### config.mk
export PLATFORM = sky130hd
export DESIGN_NAME = mcro_top
export DESIGN_NICKNAME = d
export VERILOG_FILES = /design/src/logic/mcro_pkg.sv /design/src/logic/mcro_div_if.sv /design/src/logic/mcro_top.sv /design/src/logic/mcro_divgen.sv
export SDC_FILE = /design/constraint.sdc
export NUM_CORES = 1
export LEC_CHECK = 0
export BUFFER_PORTS_ARGS = -buffer_cell sky130_fd_sc_hd__buf_2
export CAP_MARGIN = 20
export CORE_MARGIN = 2
export CORE_UTILIZATION = 40
export CTS_CLUSTER_DIAMETER = 40
export CTS_CLUSTER_SIZE = 30
export DETAILED_ROUTE_END_ITERATION = 6
export PLACE_DENSITY = 0.73
export SKIP_LAST_GASP = 1
export SLEW_MARGIN = 20
export SYNTH_ARGS = -nofsm -noshare
export SYNTH_HDL_FRONTEND = slang
export SYNTH_HIERARCHICAL = 1
export SYNTH_SLANG_ARGS = --single-unit
### constraint.sdc
create_clock -name pclk -period 3.4 [get_ports pclk]
set_clock_uncertainty 0.1 [all_clocks]
set_input_delay 0.34 -clock pclk [delete_from_list [all_inputs] [get_ports pclk]]
set_output_delay 0.34 -clock pclk [all_outputs]
set_load 0.03 [all_outputs]
### src/logic/mcro_pkg.sv
package mcro_pkg;

  // ***************************************
  // Clocking and timing
  // ***************************************
  localparam int unsigned PCLK_HZ = 25_000_000;
  localparam int unsigned US_PER_S = 1_000_000;
  localparam int unsigned SWRST_MIN_US = 50;
  localparam int unsigned SWRST_MAX_US = 470;
  // Least time rounds up, longest time rounds down
  localparam int unsigned SWRST_MIN_CYC = (SWRST_MIN_US * PCLK_HZ + US_PER_S - 1) / US_PER_S;
  // Scaled per microsecond first, as the plain product overflows 32 bits
  localparam int unsigned SWRST_MAX_CYC = SWRST_MAX_US * (PCLK_HZ / US_PER_S);
  localparam int unsigned SWRST_W = 14;

  // ***************************************
  // Register map (printed offsets are word indexes)
  // ***************************************
  localparam int unsigned APB_AW = 12;
  localparam logic [7:0] CLKCTL_IDX = 8'h0a;
  localparam logic [7:0] OPCTL_IDX = 8'h08;
  localparam logic [7:0] STAT_IDX = 8'h0c;
  localparam logic [APB_AW-1:0] CLKCTL_ADDR = {2'h0, CLKCTL_IDX, 2'h0};
  localparam logic [APB_AW-1:0] OPCTL_ADDR = {2'h0, OPCTL_IDX, 2'h0};
  localparam logic [APB_AW-1:0] STAT_ADDR = {2'h0, STAT_IDX, 2'h0};
  localparam logic [7:0] CLKCTL_RESET = 8'h06;
  localparam int unsigned SEL_LSB = 0;
  localparam int unsigned LFC_BIT = 3;
  localparam int unsigned TAIL_LSB = 4;
  localparam int unsigned SWRST_BIT = 7;
  localparam logic [2:0] SEL_LF = 3'h7;

  // ***************************************
  // Divider periods in half crystal cycles
  // ***************************************
  localparam int unsigned PER_W = 7;
  localparam logic [PER_W-1:0] PER_DIV1 = 7'h02;
  localparam logic [PER_W-1:0] PER_DIV2 = 7'h04;
  localparam logic [PER_W-1:0] PER_DIV3 = 7'h06;
  localparam logic [PER_W-1:0] PER_DIV7P5 = 7'h0f;
  localparam logic [PER_W-1:0] PER_DIV10 = 7'h14;
  localparam logic [PER_W-1:0] PER_DIV15 = 7'h1e;
  localparam logic [PER_W-1:0] PER_DIV30 = 7'h3c;

  // ***************************************
  // Clock tail lengths
  // ***************************************
  localparam logic [9:0] TAIL_LEN0 = 10'h000;
  localparam logic [9:0] TAIL_LEN1 = 10'h080;
  localparam logic [9:0] TAIL_LEN2 = 10'h100;
  localparam logic [9:0] TAIL_LEN3 = 10'h200;

  typedef enum logic [3:0] {
    MCRO_RUN = 4'h1,
    MCRO_TAIL = 4'h2,
    MCRO_LFC = 4'h4,
    MCRO_STOP = 4'h8
  } mcro_state_e;

  function automatic logic [PER_W-1:0] mcro_period(input logic [2:0] sel);
    case (sel)
      3'h0: mcro_period = PER_DIV1;
      3'h1: mcro_period = PER_DIV2;
      3'h2: mcro_period = PER_DIV3;
      3'h3: mcro_period = PER_DIV7P5;
      3'h4: mcro_period = PER_DIV10;
      3'h5: mcro_period = PER_DIV15;
      default: mcro_period = PER_DIV30;
    endcase
  endfunction

  function automatic logic [9:0] mcro_tail_len(input logic [1:0] t);
    case (t)
      2'h1: mcro_tail_len = TAIL_LEN1;
      2'h2: mcro_tail_len = TAIL_LEN2;
      2'h3: mcro_tail_len = TAIL_LEN3;
      default: mcro_tail_len = TAIL_LEN0;
    endcase
  endfunction

endpackage

### src/logic/mcro_div_if.sv
`timescale 1ns/10ps
interface mcro_div_if;
  logic [mcro_pkg::PER_W-1:0] period;
  logic run;
  logic lvl;
  logic cyc_end;
  logic rise;
  modport ctrl (output period, output run, input lvl, input cyc_end, input rise);
  modport gen (input period, input run, output lvl, output cyc_end, output rise);
endinterface

### src/logic/mcro_top.sv
`timescale 1ns/10ps
// How it works
// RULE1: Host clock is divided crystal, driven out
// RULE2: Three-bit select picks one of eight frequencies
// RULE3: Crystal options use integer division except code 3, which divides by 7.5 (15 half crystal cycles)
// RULE4: Low-frequency option comes from low-frequency source
// RULE5: Select resets to the 1 MHz code
// RULE6: Idle, transmit, receive output follows the select
// RULE7: Crystal is switched off while asleep
// RULE8: Sleep with low-frequency enable outputs slow clock
// RULE9: Sleep without low-frequency enable stops clock
// RULE10: Tail field adds 0/128/256/512 cycles before stop
// RULE11: Pending interrupt keeps host clock running
// RULE12: Mode change waits until interrupt is read
// RULE13: Crystal stays on while sleep is deferred
// RULE14: Any reset restores configuration defaults
// RULE15: Reset on pin zero, inverse on pin one
// RULE16: Software reset pulse lasts 50 to 470 us
// RULE17: Source changes and stops only at clock low
module mcro_top #(
  parameter int unsigned SWRST_LEN = mcro_pkg::SWRST_MIN_CYC
) (
  // Clock and reset
  input wire logic pclk,
  input wire logic presetn,
  // APB slave
  input wire logic psel,
  input wire logic penable,
  input wire logic pwrite,
  input wire logic [mcro_pkg::APB_AW-1:0] paddr,
  input wire logic [31:0] pwdata,
  input wire logic [3:0] pstrb,
  output logic [31:0] prdata,
  output logic pready,
  output logic pslverr,
  // Chip mode and low-frequency source
  input wire logic sleep_cmd,
  input wire logic irq_pending,
  input wire logic lf_clk_in,
  // Host side pins
  output logic host_clock_out_pin,
  output logic gp_reset_out,
  output logic gp_reset_n_out,
  output logic xtal_enable
);
  import mcro_pkg::*;

  // ***************************************
  // Elaboration checks
  // ***************************************
  if (SWRST_LEN < 1 || SWRST_LEN >= (1 << SWRST_W)) begin : g_bad_len
    $error("SWRST_LEN does not fit the reset pulse counter");
  end

  typedef struct packed {
    mcro_state_e st;
    logic [2:0] sel;
    logic lfc;
    logic [1:0] tail;
    logic [SWRST_W-1:0] swcnt;
    logic [9:0] tcnt;
    logic use_lf;
    logic lf_q;
    logic lf_prev;
    logic host_clk;
    logic xtal_en;
    logic gp_rst;
    logic gp_rst_n;
    logic [31:0] prdata;
    logic pready;
    logic pslverr;
  } mcro_top_s;

  mcro_top_s s_reg;
  mcro_top_s s_next;
  mcro_div_if div ();

  function automatic logic addr_hit(input logic [APB_AW-1:0] a, input logic [APB_AW-1:0] b);
    addr_hit = (a == b);
  endfunction

  // ***************************************
  // Crystal divider
  // ***************************************
  mcro_divgen u_div (
    .pclk(pclk),
    .presetn(presetn),
    .g(div.gen)
  );

  assign div.period = mcro_period(s_reg.sel); // see RULE2
  assign div.run = !s_reg.use_lf && (s_reg.st == MCRO_RUN || s_reg.st == MCRO_TAIL);

  // ***************************************
  // Next state
  // ***************************************
  logic sleep_eff;
  logic at_low;
  logic src_rise;
  logic src_lvl;
  logic rst_active;
  logic hit_ctl;
  logic hit_op;
  logic hit_st;
  logic wr_acc;

  always_comb begin
    s_next = s_reg;
    // A pending interrupt masks the sleep request until it is read
    sleep_eff = sleep_cmd && !irq_pending; // see RULE11 see RULE12
    // Slow source counts as low only once the pin has shown low too
    at_low = s_reg.use_lf ? (!s_reg.lf_q && !s_reg.lf_prev) : div.cyc_end;
    src_rise = s_reg.use_lf ? (s_reg.lf_q && !s_reg.lf_prev) : div.rise;
    src_lvl = s_reg.use_lf ? s_reg.lf_q : div.lvl; // see RULE4
    rst_active = s_reg.swcnt != '0;
    hit_ctl = addr_hit(paddr, CLKCTL_ADDR);
    hit_op = addr_hit(paddr, OPCTL_ADDR);
    hit_st = addr_hit(paddr, STAT_ADDR);
    wr_acc = psel && penable && s_reg.pready && pwrite && !s_reg.pslverr;

    s_next.lf_q = lf_clk_in;
    s_next.lf_prev = s_reg.lf_q;
    s_next.pready = 1'b1;

    // APB setup phase: decode and latch the answer
    if (psel && !penable) begin
      s_next.pslverr = !(hit_ctl || hit_op || hit_st);
      s_next.prdata = '0;
      if (hit_ctl) begin
        s_next.prdata[SEL_LSB +: 3] = s_reg.sel;
        s_next.prdata[LFC_BIT] = s_reg.lfc;
        s_next.prdata[TAIL_LSB +: 2] = s_reg.tail;
      end else if (hit_st) begin
        s_next.prdata[3:0] = s_reg.st;
        s_next.prdata[4] = s_reg.xtal_en;
        s_next.prdata[5] = sleep_eff;
        s_next.prdata[6] = rst_active;
        s_next.prdata[7] = s_reg.use_lf;
      end
    end

    // Register writes are ignored while the soft reset pulse runs
    if (wr_acc && pstrb[0] && !rst_active) begin
      if (hit_ctl) begin
        s_next.sel = pwdata[SEL_LSB +: 3];
        s_next.lfc = pwdata[LFC_BIT];
        s_next.tail = pwdata[TAIL_LSB +: 2];
      end else if (hit_op && pwdata[SWRST_BIT]) begin
        s_next.swcnt = SWRST_W'(SWRST_LEN); // see RULE16
      end
    end

    // Soft reset pulse holds configuration at defaults
    if (rst_active) begin
      s_next.swcnt = s_reg.swcnt - 1'b1; // see RULE16
      s_next.sel = CLKCTL_RESET[SEL_LSB +: 3]; // see RULE5 see RULE14
      s_next.lfc = CLKCTL_RESET[LFC_BIT]; // see RULE14
      s_next.tail = CLKCTL_RESET[TAIL_LSB +: 2]; // see RULE14
    end
    s_next.gp_rst = s_next.swcnt != '0; // see RULE15
    s_next.gp_rst_n = !s_next.gp_rst; // see RULE15

    // Output source state machine
    case (s_reg.st)
      MCRO_RUN: begin
        if ((s_reg.use_lf != (s_reg.sel == SEL_LF)) && at_low) begin
          s_next.use_lf = s_reg.sel == SEL_LF; // see RULE17
        end
        if (sleep_eff && s_reg.lfc) begin
          if (at_low) begin
            s_next.st = MCRO_LFC; // see RULE8 see RULE17
            s_next.use_lf = 1'b1;
          end
        end else if (sleep_eff && s_reg.tail != 2'h0) begin
          s_next.st = MCRO_TAIL; // see RULE10
          s_next.tcnt = '0;
        end else if (sleep_eff && at_low) begin
          s_next.st = MCRO_STOP; // see RULE9 see RULE17
        end
      end
      MCRO_TAIL: begin
        if (!sleep_eff) begin
          s_next.st = MCRO_RUN; // see RULE11
        end else if (s_reg.tcnt >= mcro_tail_len(s_reg.tail) && at_low) begin
          s_next.st = MCRO_STOP; // see RULE10 see RULE17
        end else if (src_rise && s_reg.tcnt < mcro_tail_len(s_reg.tail)) begin
          s_next.tcnt = s_reg.tcnt + 10'h001; // see RULE10
        end
      end
      MCRO_LFC: begin
        if (!sleep_eff && !s_reg.lf_q) begin
          s_next.st = MCRO_RUN; // see RULE11 see RULE17
        end
      end
      MCRO_STOP: begin
        if (!sleep_eff) begin
          s_next.st = MCRO_RUN; // see RULE11
        end
      end
      default: begin
        s_next.st = MCRO_RUN;
      end
    endcase

    // Pin drive from the state just chosen, registered
    case (s_next.st)
      MCRO_RUN, MCRO_TAIL: s_next.host_clk = (s_next.use_lf == s_reg.use_lf) ? src_lvl : 1'b0; // see RULE1 see RULE6
      MCRO_LFC: s_next.host_clk = s_reg.use_lf ? s_reg.lf_q : 1'b0; // see RULE8
      default: s_next.host_clk = 1'b0; // see RULE9
    endcase
    // Crystal runs unless the chip really sleeps
    s_next.xtal_en = !(s_next.st == MCRO_STOP || s_next.st == MCRO_LFC); // see RULE7 see RULE13
  end

  // ***************************************
  // State register
  // ***************************************
  always_ff @(posedge pclk or negedge presetn) begin
    if (!presetn) begin
      s_reg <= '0;
      s_reg.st <= MCRO_RUN;
      s_reg.sel <= CLKCTL_RESET[SEL_LSB +: 3]; // see RULE5 see RULE14
      s_reg.lfc <= CLKCTL_RESET[LFC_BIT];
      s_reg.tail <= CLKCTL_RESET[TAIL_LSB +: 2];
      s_reg.xtal_en <= 1'b1;
      s_reg.gp_rst <= 1'b1; // see RULE15
      s_reg.gp_rst_n <= 1'b0;
    end else begin
      s_reg <= s_next;
    end
  end

  assign prdata = s_reg.prdata;
  assign pready = s_reg.pready;
  assign pslverr = s_reg.pslverr;
  assign host_clock_out_pin = s_reg.host_clk;
  assign gp_reset_out = s_reg.gp_rst;
  assign gp_reset_n_out = s_reg.gp_rst_n;
  assign xtal_enable = s_reg.xtal_en;

  // ***************************************
  // Checks
  // ***************************************
  logic [SWRST_W-1:0] len_cnt;
  always_ff @(posedge pclk or negedge presetn) begin
    if (!presetn) begin
      len_cnt <= '0;
    end else if (s_reg.gp_rst) begin
      len_cnt <= len_cnt + 1'b1;
    end else begin
      len_cnt <= '0;
    end
  end

  chk_swrst_pulse_len: assert property (@(posedge pclk) disable iff (!presetn) // see RULE16
    $fell(s_reg.gp_rst) && $past(len_cnt) != '0 |-> len_cnt == SWRST_W'(SWRST_LEN))
    else $error("software reset pulse has the wrong length");

  chk_swrst_defaults: assert property (@(posedge pclk) disable iff (!presetn) // see RULE14
    s_reg.swcnt != '0 |=> s_reg.sel == CLKCTL_RESET[SEL_LSB +: 3] && !s_reg.lfc && s_reg.tail == 2'h0)
    else $error("configuration not at defaults during soft reset");

  chk_gp_pins_inverse: assert property (@(posedge pclk) disable iff (!presetn) // see RULE15
    s_reg.gp_rst_n != s_reg.gp_rst && (s_reg.gp_rst == (s_reg.swcnt != '0) || !$past(presetn)))
    else $error("reset pins disagree with reset pulse");

  chk_xtal_off_sleep: assert property (@(posedge pclk) disable iff (!presetn) // see RULE7
    s_reg.xtal_en == !(s_reg.st == MCRO_STOP || s_reg.st == MCRO_LFC))
    else $error("crystal enable does not follow sleep state");

  chk_irq_holds_run: assert property (@(posedge pclk) disable iff (!presetn) // see RULE13
    irq_pending && s_reg.st == MCRO_RUN |=> s_reg.st == MCRO_RUN && s_reg.xtal_en)
    else $error("sleep entered while an interrupt was pending");

  chk_lfc_output: assert property (@(posedge pclk) disable iff (!presetn) // see RULE8
    s_reg.st == MCRO_LFC && s_reg.use_lf ##1 s_reg.st == MCRO_LFC |-> s_reg.host_clk == $past(s_reg.lf_q))
    else $error("slow clock not on the host pin in sleep");

  chk_stop_quiet: assert property (@(posedge pclk) disable iff (!presetn) // see RULE9
    s_reg.st == MCRO_STOP |-> !s_reg.host_clk)
    else $error("host clock toggles while stopped");

  chk_tail_complete: assert property (@(posedge pclk) disable iff (!presetn) // see RULE10
    s_reg.st == MCRO_TAIL ##1 s_reg.st == MCRO_STOP |-> $past(s_reg.tcnt) == mcro_tail_len($past(s_reg.tail)))
    else $error("clock stopped before the tail was complete");

  chk_stop_at_low: assert property (@(posedge pclk) disable iff (!presetn) // see RULE17
    s_reg.st != MCRO_STOP ##1 s_reg.st == MCRO_STOP |-> !$past(s_reg.host_clk))
    else $error("clock stopped during a high phase");

  chk_run_follows_div: assert property (@(posedge pclk) disable iff (!presetn) // see RULE6
    s_reg.st == MCRO_RUN && !s_reg.use_lf ##1 s_reg.st == MCRO_RUN && !s_reg.use_lf
      |-> s_reg.host_clk == $past(div.lvl))
    else $error("host clock does not follow the divider");

endmodule

### src/logic/mcro_divgen.sv
`timescale 1ns/10ps
module mcro_divgen (
  // Clock and reset
  input wire logic pclk,
  input wire logic presetn,
  // Control side
  mcro_div_if.gen g
);
  import mcro_pkg::*;

  typedef struct packed {
    logic [PER_W-1:0] cnt;
    logic [PER_W-1:0] per;
    logic lvl;
    logic cyc_end;
    logic rise;
  } mcro_div_s;

  mcro_div_s s_reg;
  mcro_div_s s_next;

  // ***************************************
  // Integer divider of the crystal ticks
  // ***************************************
  always_comb begin
    s_next = s_reg;
    s_next.cyc_end = 1'b0;
    s_next.rise = 1'b0;
    if (!g.run) begin
      // Idle just before a wrap, so a start begins with a full high phase
      s_next.cnt = g.period - 7'h01;
      s_next.per = g.period;
      s_next.lvl = 1'b0;
    end else if (s_reg.cnt >= s_reg.per - 7'h01) begin
      // New period only taken at a cycle boundary to avoid a runt pulse
      s_next.cnt = '0;
      s_next.per = g.period; // see RULE17
      s_next.cyc_end = 1'b1;
      s_next.rise = 1'b1;
      s_next.lvl = 1'b1;
    end else begin
      s_next.cnt = s_reg.cnt + 7'h01; // see RULE3
      s_next.lvl = s_next.cnt < (s_reg.per >> 1);
    end
  end

  always_ff @(posedge pclk or negedge presetn) begin
    if (!presetn) begin
      s_reg <= '0;
      // One-tick period wraps at once, so the first edge after reset starts a high phase
      s_reg.per <= 7'h01;
    end else begin
      s_reg <= s_next;
    end
  end

  assign g.lvl = s_reg.lvl;
  assign g.cyc_end = s_reg.cyc_end;
  assign g.rise = s_reg.rise;

  chk_rise_at_boundary: assert property (@(posedge pclk) disable iff (!presetn) // see RULE17
    $rose(s_reg.lvl) |-> s_reg.cyc_end)
    else $error("divider output rose away from a cycle boundary");

endmodule

Word level (Yosys, flattened, before mapping) --
Cells that the tools add are included.
Storage, ports and cells: output and inout port bits 38, bits in read-only memories 0, RAM bits 0, register bits 68, memories 0, input port bits 56, logic and storage cells 148, bits in latches 0
Cells by class: $lt $le $gt $ge 4, multiplexer cells 46, shifts and indexed selects 0, divide/modulo/power cells 0, reductions and logical operators 44, multipliers 0, add/sub/neg operators 5, eq/ne operators 28, bitwise operators 0
Operators by type and width (count):
- two-way mux 10 bit | 10
- two-way mux 20 bit | 2
- == test 12 x 6 -> 1 bit (second input constant) | 3
- one-hot mux 6 bit (6 select lines) | 1
- two-way mux 4 bit | 8
- one-hot mux 10 bit (3 select lines) | 1
- two-way mux 14 bit | 2
- nonzero test 14 bit | 2
- one-hot mux 10 bit (2 select lines) | 1
- logical AND 1 bit | 19
- one-hot mux 4 bit (4 select lines) | 1
- two-way mux 15 bit | 1
- two-way mux 7 bit | 2
- subtractor 14 x 1 -> 14 bit (second input constant) | 1
- two-way mux 6 bit | 2
- zero test 1 bit | 11
- adder 10 x 1 -> 10 bit (second input constant) | 1
- >= comparator 10 bit | 1
- less-than comparator 10 bit | 1
- two-way mux 1 bit | 10
- == test 3 bit (second input constant) | 3
- == test 4 x 1 -> 1 bit (second input constant) | 2
- == test 4 x 2 -> 1 bit (second input constant) | 2
- == test 4 x 3 -> 1 bit (second input constant) | 2
- other kinds (23) | 38

Longest topological paths before layout --
Gate-level depths: netlist of the first run.
depth in word-level cells 15, gate-level depth with buffers 11, gate-level depth less buffers 10

Hierarchy --
Netlist of the first run, hierarchy kept.
By module, submodules not included:
- mcro_top | sequential area each 1282.5 sq um, times used 1, area an instance 3235.6 sq um, cells each 359
- mcro_divgen | sequential area each 401.6 sq um, times used 1, area an instance 1131.1 sq um, cells each 105

Least setup slack after synthesis of the first run --
OpenSTA, ideal clock, no wires.
kind register to register, from register u_div/s_reg[3] (netlist name), to register u_div/s_reg[8] (netlist name), stages on the path, launching flop included 12, arrival 2.755 ns, buffers on the path 1, required time 3.175 ns, library setup time 0.125 ns, clock period less this slack 2.980 ns, slack 0.420 ns, path through dfstp_2 -> inv_1 -> ha_1 -> nand3_1 -> nor3_1 -> xnor2_1 -> ha_1 -> and3_4 -> a221o_1 -> a311oi_4 -> buf_6 -> mux2_4
On the way: cells in the longest elaborated chain, start to end 3
Ends and longest elaborated chain:
- start, declared | RTL line mcro_divgen.sv:19 | mcro_div_s s_reg;
- start signal, assigned | RTL line mcro_divgen.sv:53 | s_reg <= s_next;
- subtractor 7 x 1 -> 7 bit | RTL line mcro_divgen.sv:34 | end else if (s_reg.cnt >= s_reg.per - 7'h01) begin
- >= comparator 7 bit | RTL line mcro_divgen.sv:34
- != test 2 bit (no source line)
Every way passes these cells. A chain may end at the register's enable or synchronous reset.

Final worst setup path of the first run --
from register u_div/s_reg[3] (netlist name), to register u_div/s_reg[3] (netlist name)
Same word-level chain as after synthesis.

==> results of run 1 <==
worst paths after layout:
| check | from | to | slack, ns | cells past startpoint |
|---|---|---|---|---|
| hold reg to reg | prdata[5] | prdata[5] | 0.38 | 2 |
| min in group asynchronous | presetn | s_reg[44] | 0.39 | 2 |
| setup reg to reg | u_div/s_reg[3] | u_div/s_reg[3] | 0.24 | 11 |
| max in group asynchronous | presetn | u_div/s_reg[9] | 1.81 | 3 |
| setup / recovery | u_div/s_reg[3] | u_div/s_reg[3] | 0.24 | 11 |
| hold / removal | pwdata[1] | s_reg[69] | 0.14 | 3 |
per-layer routing:
layer,vias up,share of wire,GRT usage
li1,1699,-,-
met1,1672,0.48,0.236
met2,94,0.47,0.258
met3,9,0.042,0.0319
met4,0,0.011,0.0458
met5,-,0,0
what timing repair did:
action | CTS | global route
gates resized for setup | 0 | 0
hold buffers | 2 | 0
hold endpoints to repair | 21 | 0
cell usage after synthesis, types with 7 or more instances:
cell / instances
ha_1: 24
nand3_1: 14
nand4_1: 7
nand2_1: 47
buf_4: 33
nor3_1: 14
or4_1: 8
mux2i_1: 15
inv_1: 27
dfrtp_1: 61
nand2b_1: 11
xnor2_1: 17
a22oi_1: 8
a21oi_1: 19
nor2_1: 23
o21ai_0: 19
area by class of cell:
type                            count  share of cell area
Multi-Input combinational cell    352               0.496
Sequential cell                    67               0.351
Timing Repair Buffer               46              0.0516
Tap cell                          140              0.0365
Clock buffer                       11              0.0316
Inverter                           27              0.0211
Clock inverter                      5              0.0125
power by group through the flow:
stage,clock network [mW],registers [mW],logic [mW]
6_report,0.708,0.972,0.763
5_1_grt,0.756,0.985,0.847
2_1_floorplan,0,0.986,0.594
4_1_cts,0.719,0.972,0.764
3_3_place_gp,0,0.986,0.724
3_5_place_dp,0,0.985,0.755
worst reg2reg max path: stages, from the launching register on:
cell and delay (ns):
dfstp_2 0.53, inv_1 0.07, ha_1 0.22, nand3_1 0.12
nor3_1 0.07, xnor2_1 0.13, ha_1 0.30, and3_4 0.21
a221o_1 0.39, a311oi_4 0.46, buf_4 0.27, mux2i_1 0.21
kinds of logic (layout without fill, tap and decap cells):
kind of cell	Yosys count	in the layout
other cells	2	27
xor+xnor	22	22
mux	20	20
compound gates	89	89
flops	67	67
fa+ha+maj	24	24
buf+inv	70	89
simple gates	170	170
==> results.txt, run 1 <==
Fmax: 0.316 GHz
Psw: 860 uW
Mapped Cells: 464
Slew @ Worst Pin: 0.732 ns
CP arrival: 3.32 ns
CP Capture Type: flop
Num rows: 38
Die area: 11,800 um2
Final Hold Viols: 0
Post-Synth Simple-Gate Area: 0.215
DR vias: 3,474
Vias in the first global route: 3,341
Synth warn: 6
Sw Share: 0.352
Tmin final: 3.16 ns
Layout Nets: 583
Most frequent cells in the layout: dfrtp_1, nand2_1, buf_2
Largest net degree at the start of global routing: 46
Total track usage: 0.166
RSZ-0062 raised after global routing: no
Worst path most repeated cell: ha_1
Post-DP Area: 4570 um2
Max Root-Sink Buffers: 2
Tcrit/Tclk final: 0.931
Skew-Pair Late Insertion Delay: 0.35 ns
Xor/xnor share of the synthesized area: 0.0441
Crit start category: flop
WP data required: 3.55 ns
Diodes inserted: 0
Post-CTS setup buffer count: 0
CP Buf/Inv Count: 2
P_int: 1.58 mW
Worst min path class: primary input to flop
Sequential Power Share: 0.398
MaxCap Viol Count: 0
CTS tree: yes
Yosys cell types: 70
Sum Neg Setup Slack: 0 ns
Class of the most critical setup path: flop to flop
Num CTS Buffers: 9
Async S/R FF share, synth: 1.00
Util after Layout: 0.447
Worst Slack Setup Final: 0.235 ns
Crit path max-delay cell type: dfstp_2
Remaining Overflow, GRT: 0
Pre-CTS setup slack: 0.280 ns
Avg Inst Size Synth: 9.41 um2
Layout area overhead: 9.89%
Hold Slack: 0.139 ns
Leakage power figure: 2.21 nW
Pwr Total: 2.44 mW
WL/cell: 14.3 um
CORE AREA: 10,700 um2
Top cell type's share of synthesized area: 0.350
IO buf count: 41
Starting Density: 0.406
Cell taking the most area after synthesis: dfrtp_1
Combinational share of power: 0.312
Critical Path Max Stage Delay: 0.53 ns
Routability cong.: 0.874
Multi-input combinational cell area: 2380 um2
Adder-cell share of the synthesized area: 0.0688
Peak VDD IR: 0.287 mV
Reg area: 1680 um2
Status: finished, final reports clean
Root Driver: clkbuf_8
Drt first pass iters: 4
Worst-path cell chain: inv_1 > ha_1 > nand3_1 > nor3_1 > xnor2_1 > ha_1 > and3_4 > a221o_1 > a311oi_4 > buf_4 > mux2i_1
Initial DRC Count: 174
Clock sink count: 67
# fillers: 1,031
Cell family with most CP delay: compound AO/OA/AOI/OAI gates
Cell area after layout: 4800 um2
Fin cells: 648
Synth Flop Type: dfrtp_1
Worst rel slew slack: 0.504
Register area share after synthesis: 0.386
Multiplexer area fraction after synthesis: 0.0481
DRT antenna net count: 0
Area contributors post-synth: dfrtp_1, ha_1, buf_4
Synthesis-stage register bit count: 67
First-pass GRT wire length: 15.7 mm
Largest family of logic cells by synthesized area: simple AND/OR/NAND/NOR gates
CTS H-tree lvls: 3
Final wirelength: 9.26 mm
Worst-path clk slew: 0.07 ns
# DRC: 0
Clock power frac: 0.290
Final Setup Violations: 0
Die H: 108 um
Synth Area in Compound Gates: 0.146
Most common cell after layout, fill and taps aside: dfrtp_1
Ports: 94
Chip width: 108 um
Layout cell share with drive strength beyond 1: 0.169
Post-Synthesis Cell Area: 4370 um2
Worst-path maximum fanout: 9
Post-DR vias/cell: 5.36
DP Cell Count: 630
Number of flip-flops in the largest register: 36
Post-synth EDFFs: 0
Post-detail-place hpwl: 6.93 mm
Initial antenna violation count: 0
Pwr/cell area: 509 nW/um2
Slew Viols, Final: 0
(Power assumes the default switching activity.)
==> run 2: changes to the inputs <==
--- a/config.mk
+++ b/config.mk
@@ -9,6 +9,7 @@
 export CAP_MARGIN = 20
 export CORE_MARGIN = 2
 export CORE_UTILIZATION = 40
+export CTS_BUF_LIST = sky130_fd_sc_hd__clkbuf_4
 export CTS_CLUSTER_DIAMETER = 40
 export CTS_CLUSTER_SIZE = 30
 export DETAILED_ROUTE_END_ITERATION = 6
==> run 2 against run 1 <==
Die area stayed put. Clock power down 26%. Via count down 0.92%. Critical endpoint is now u_div/s_reg[4]. Highest routed layer unchanged.
==> results.txt, run 2 (same netlist as run 1, synthesis figures left out) <==
Sum Neg Setup Slack: 0 ns
Vias in the first global route: 3,289
Tmin final: 3.15 ns
Max Root-Sink Buffers: 2
Worst Slack Setup Final: 0.248 ns
Starting Density: 0.406
Remaining Overflow, GRT: 0
Initial DRC Count: 191
Crit start category: flop
Worst rel slew slack: 0.505
Post-detail-place hpwl: 6.93 mm
Leakage power figure: 2.17 nW
Worst-path clk slew: 0.10 ns
Root Driver: clkbuf_4
CTS tree: yes
Most common cell after layout, fill and taps aside: dfrtp_1
Sequential Power Share: 0.430
Pwr/cell area: 478 nW/um2
Largest net degree at the start of global routing: 46
CORE AREA: 10,700 um2
Reg area: 1680 um2
Num CTS Buffers: 9
Worst-path maximum fanout: 9
DRT antenna net count: 0
Slew @ Worst Pin: 0.732 ns
Crit path max-delay cell type: dfstp_2
Class of the most critical setup path: flop to flop
Final Setup Violations: 0
DR vias: 3,442
Psw: 834 uW
R2R Setup Slk: 0.25 ns
P_int: 1.42 mW
Most frequent cells in the layout: dfrtp_1, nand2_1, buf_2
Critical Path Source: u_div/s_reg[3]
Worst path most repeated cell: ha_1
# fillers: 1,046
Final wirelength: 9.04 mm
Status: finished, final reports clean
Chip width: 108 um
Layout cell share with drive strength beyond 1: 0.165
CTS H-tree lvls: 3
Post-CTS Resized: 0
Post-CTS Hold Buffers: 2
# DRC: 0
Peak VDD IR: 0.251 mV
Sw Share: 0.369
Multi-input combinational cell area: 2380 um2
Skew-Pair Late Insertion Delay: 0.40 ns
Worst-path cell chain: inv_1 > ha_1 > nand3_1 > nor3_1 > xnor2_1 > ha_1 > and3_4 > a221o_1 > a311oi_4 > buf_4 > mux2i_1
Die H: 108 um
Worst min path class: primary input to flop
First-pass GRT wire length: 15.5 mm
Reg-to-reg endpoint: u_div/s_reg[4]
RSZ-0062 raised after global routing: no
Post-DR vias/cell: 5.31
Initial antenna violation count: 0
Diodes inserted: 0
CP Capture Type: flop
R2R cell count: 11
MaxCap Viol Count: 0
Total track usage: 0.164
Tcrit/Tclk final: 0.927
Critical Path Max Stage Delay: 0.54 ns
IO buf count: 41
Routability cong.: 0.874
Die area: 11,800 um2
Number of flip-flops in the largest register: 36
Slew Viols, Final: 0
Post-CTS setup buffer count: 0
Clock sink count: 67
Util after Layout: 0.439
FF-to-FF Start: u_div/s_reg[3]
Num rows: 38
Layout Nets: 583
Final Hold Viols: 0
Layout area overhead: 8.14%
Pre-CTS setup slack: 0.280 ns
Fmax: 0.317 GHz
Drt first pass iters: 4
Worst Hold Depth: 3
Ports: 94
CP arrival: 3.37 ns
Clock power frac: 0.231
Crit path capture: u_div/s_reg[4]
WL/cell: 14.0 um
Combinational share of power: 0.339
WP data required: 3.61 ns
run 2: changes by cell type in the layout (fill, tap and decap cells not counted), sizes merged:
cell    delta
clkbuf     -2
clkinv     +2
run 2: area by class of cell:
| class | count | area share |
|---|---|---|
| clock buffer | 9 | 0.0143 |
| timing repair buffer | 46 | 0.0525 |
| tap | 140 | 0.0371 |
| sequential | 67 | 0.357 |
| clock inverter | 7 | 0.0143 |
| inverter | 27 | 0.0215 |
| multi-input combinational | 352 | 0.504 |
run 2: stage by stage:
step	std cells	hold WS [ns]	total power [mW]	instance area [um2]
2_1_floorplan	489	-0.0556	1.58	4460
3_3_place_gp	630	0.237	1.71	4570
3_5_place_dp	630	0.248	1.74	4570
4_1_cts	648	0.0495	2.28	4720
5_1_grt	648	0.0517	2.41	4720
6_report	648	0.0792	2.26	4720
run 2: how the worst min path moves through the flow:
stage | start | endpoint
final | pwdata[1] | s_reg[69]
after global routing | pwdata[0] | s_reg[68]
after CTS | pwdata[1] | s_reg[69]
after detailed placement | presetn | s_reg[44]
after global placement | presetn | s_reg[44]
after floorplan | presetn | gp_reset_n_out
run 2: metal layers:
layer | GRT usage | up-vias | share of wire
met2 | 0.253 | 89 | 0.47
met4 | 0.0577 | 0 | 0.0065
met1 | 0.234 | 1645 | 0.49
met5 | 0 | - | 0
li1 | - | 1704 | -
met3 | 0.0229 | 4 | 0.039
run 2: power by group through the flow:
stage	sequential (mW)	combinational (mW)	clock, mW
floorplan	0.986	0.594	0
global placement	0.986	0.724	0
detailed placement	0.985	0.755	0
CTS	0.971	0.764	0.542
global route	0.984	0.846	0.581
finish	0.971	0.764	0.523
run 2: critical path: cells and delay by family, from the launching register on:
| kind | cells | cell delay [ns] |
|---|---|---|
| AND/OR/NAND/NOR | 3 | 0.40 |
| adder cells (fa/ha/maj) | 2 | 0.52 |
| buffers and inverters | 2 | 0.34 |
| AO/OA/AOI/OAI | 2 | 0.85 |
| multiplexers | 1 | 0.20 |
| flip-flops | 1 | 0.54 |
| XOR/XNOR | 1 | 0.13 |
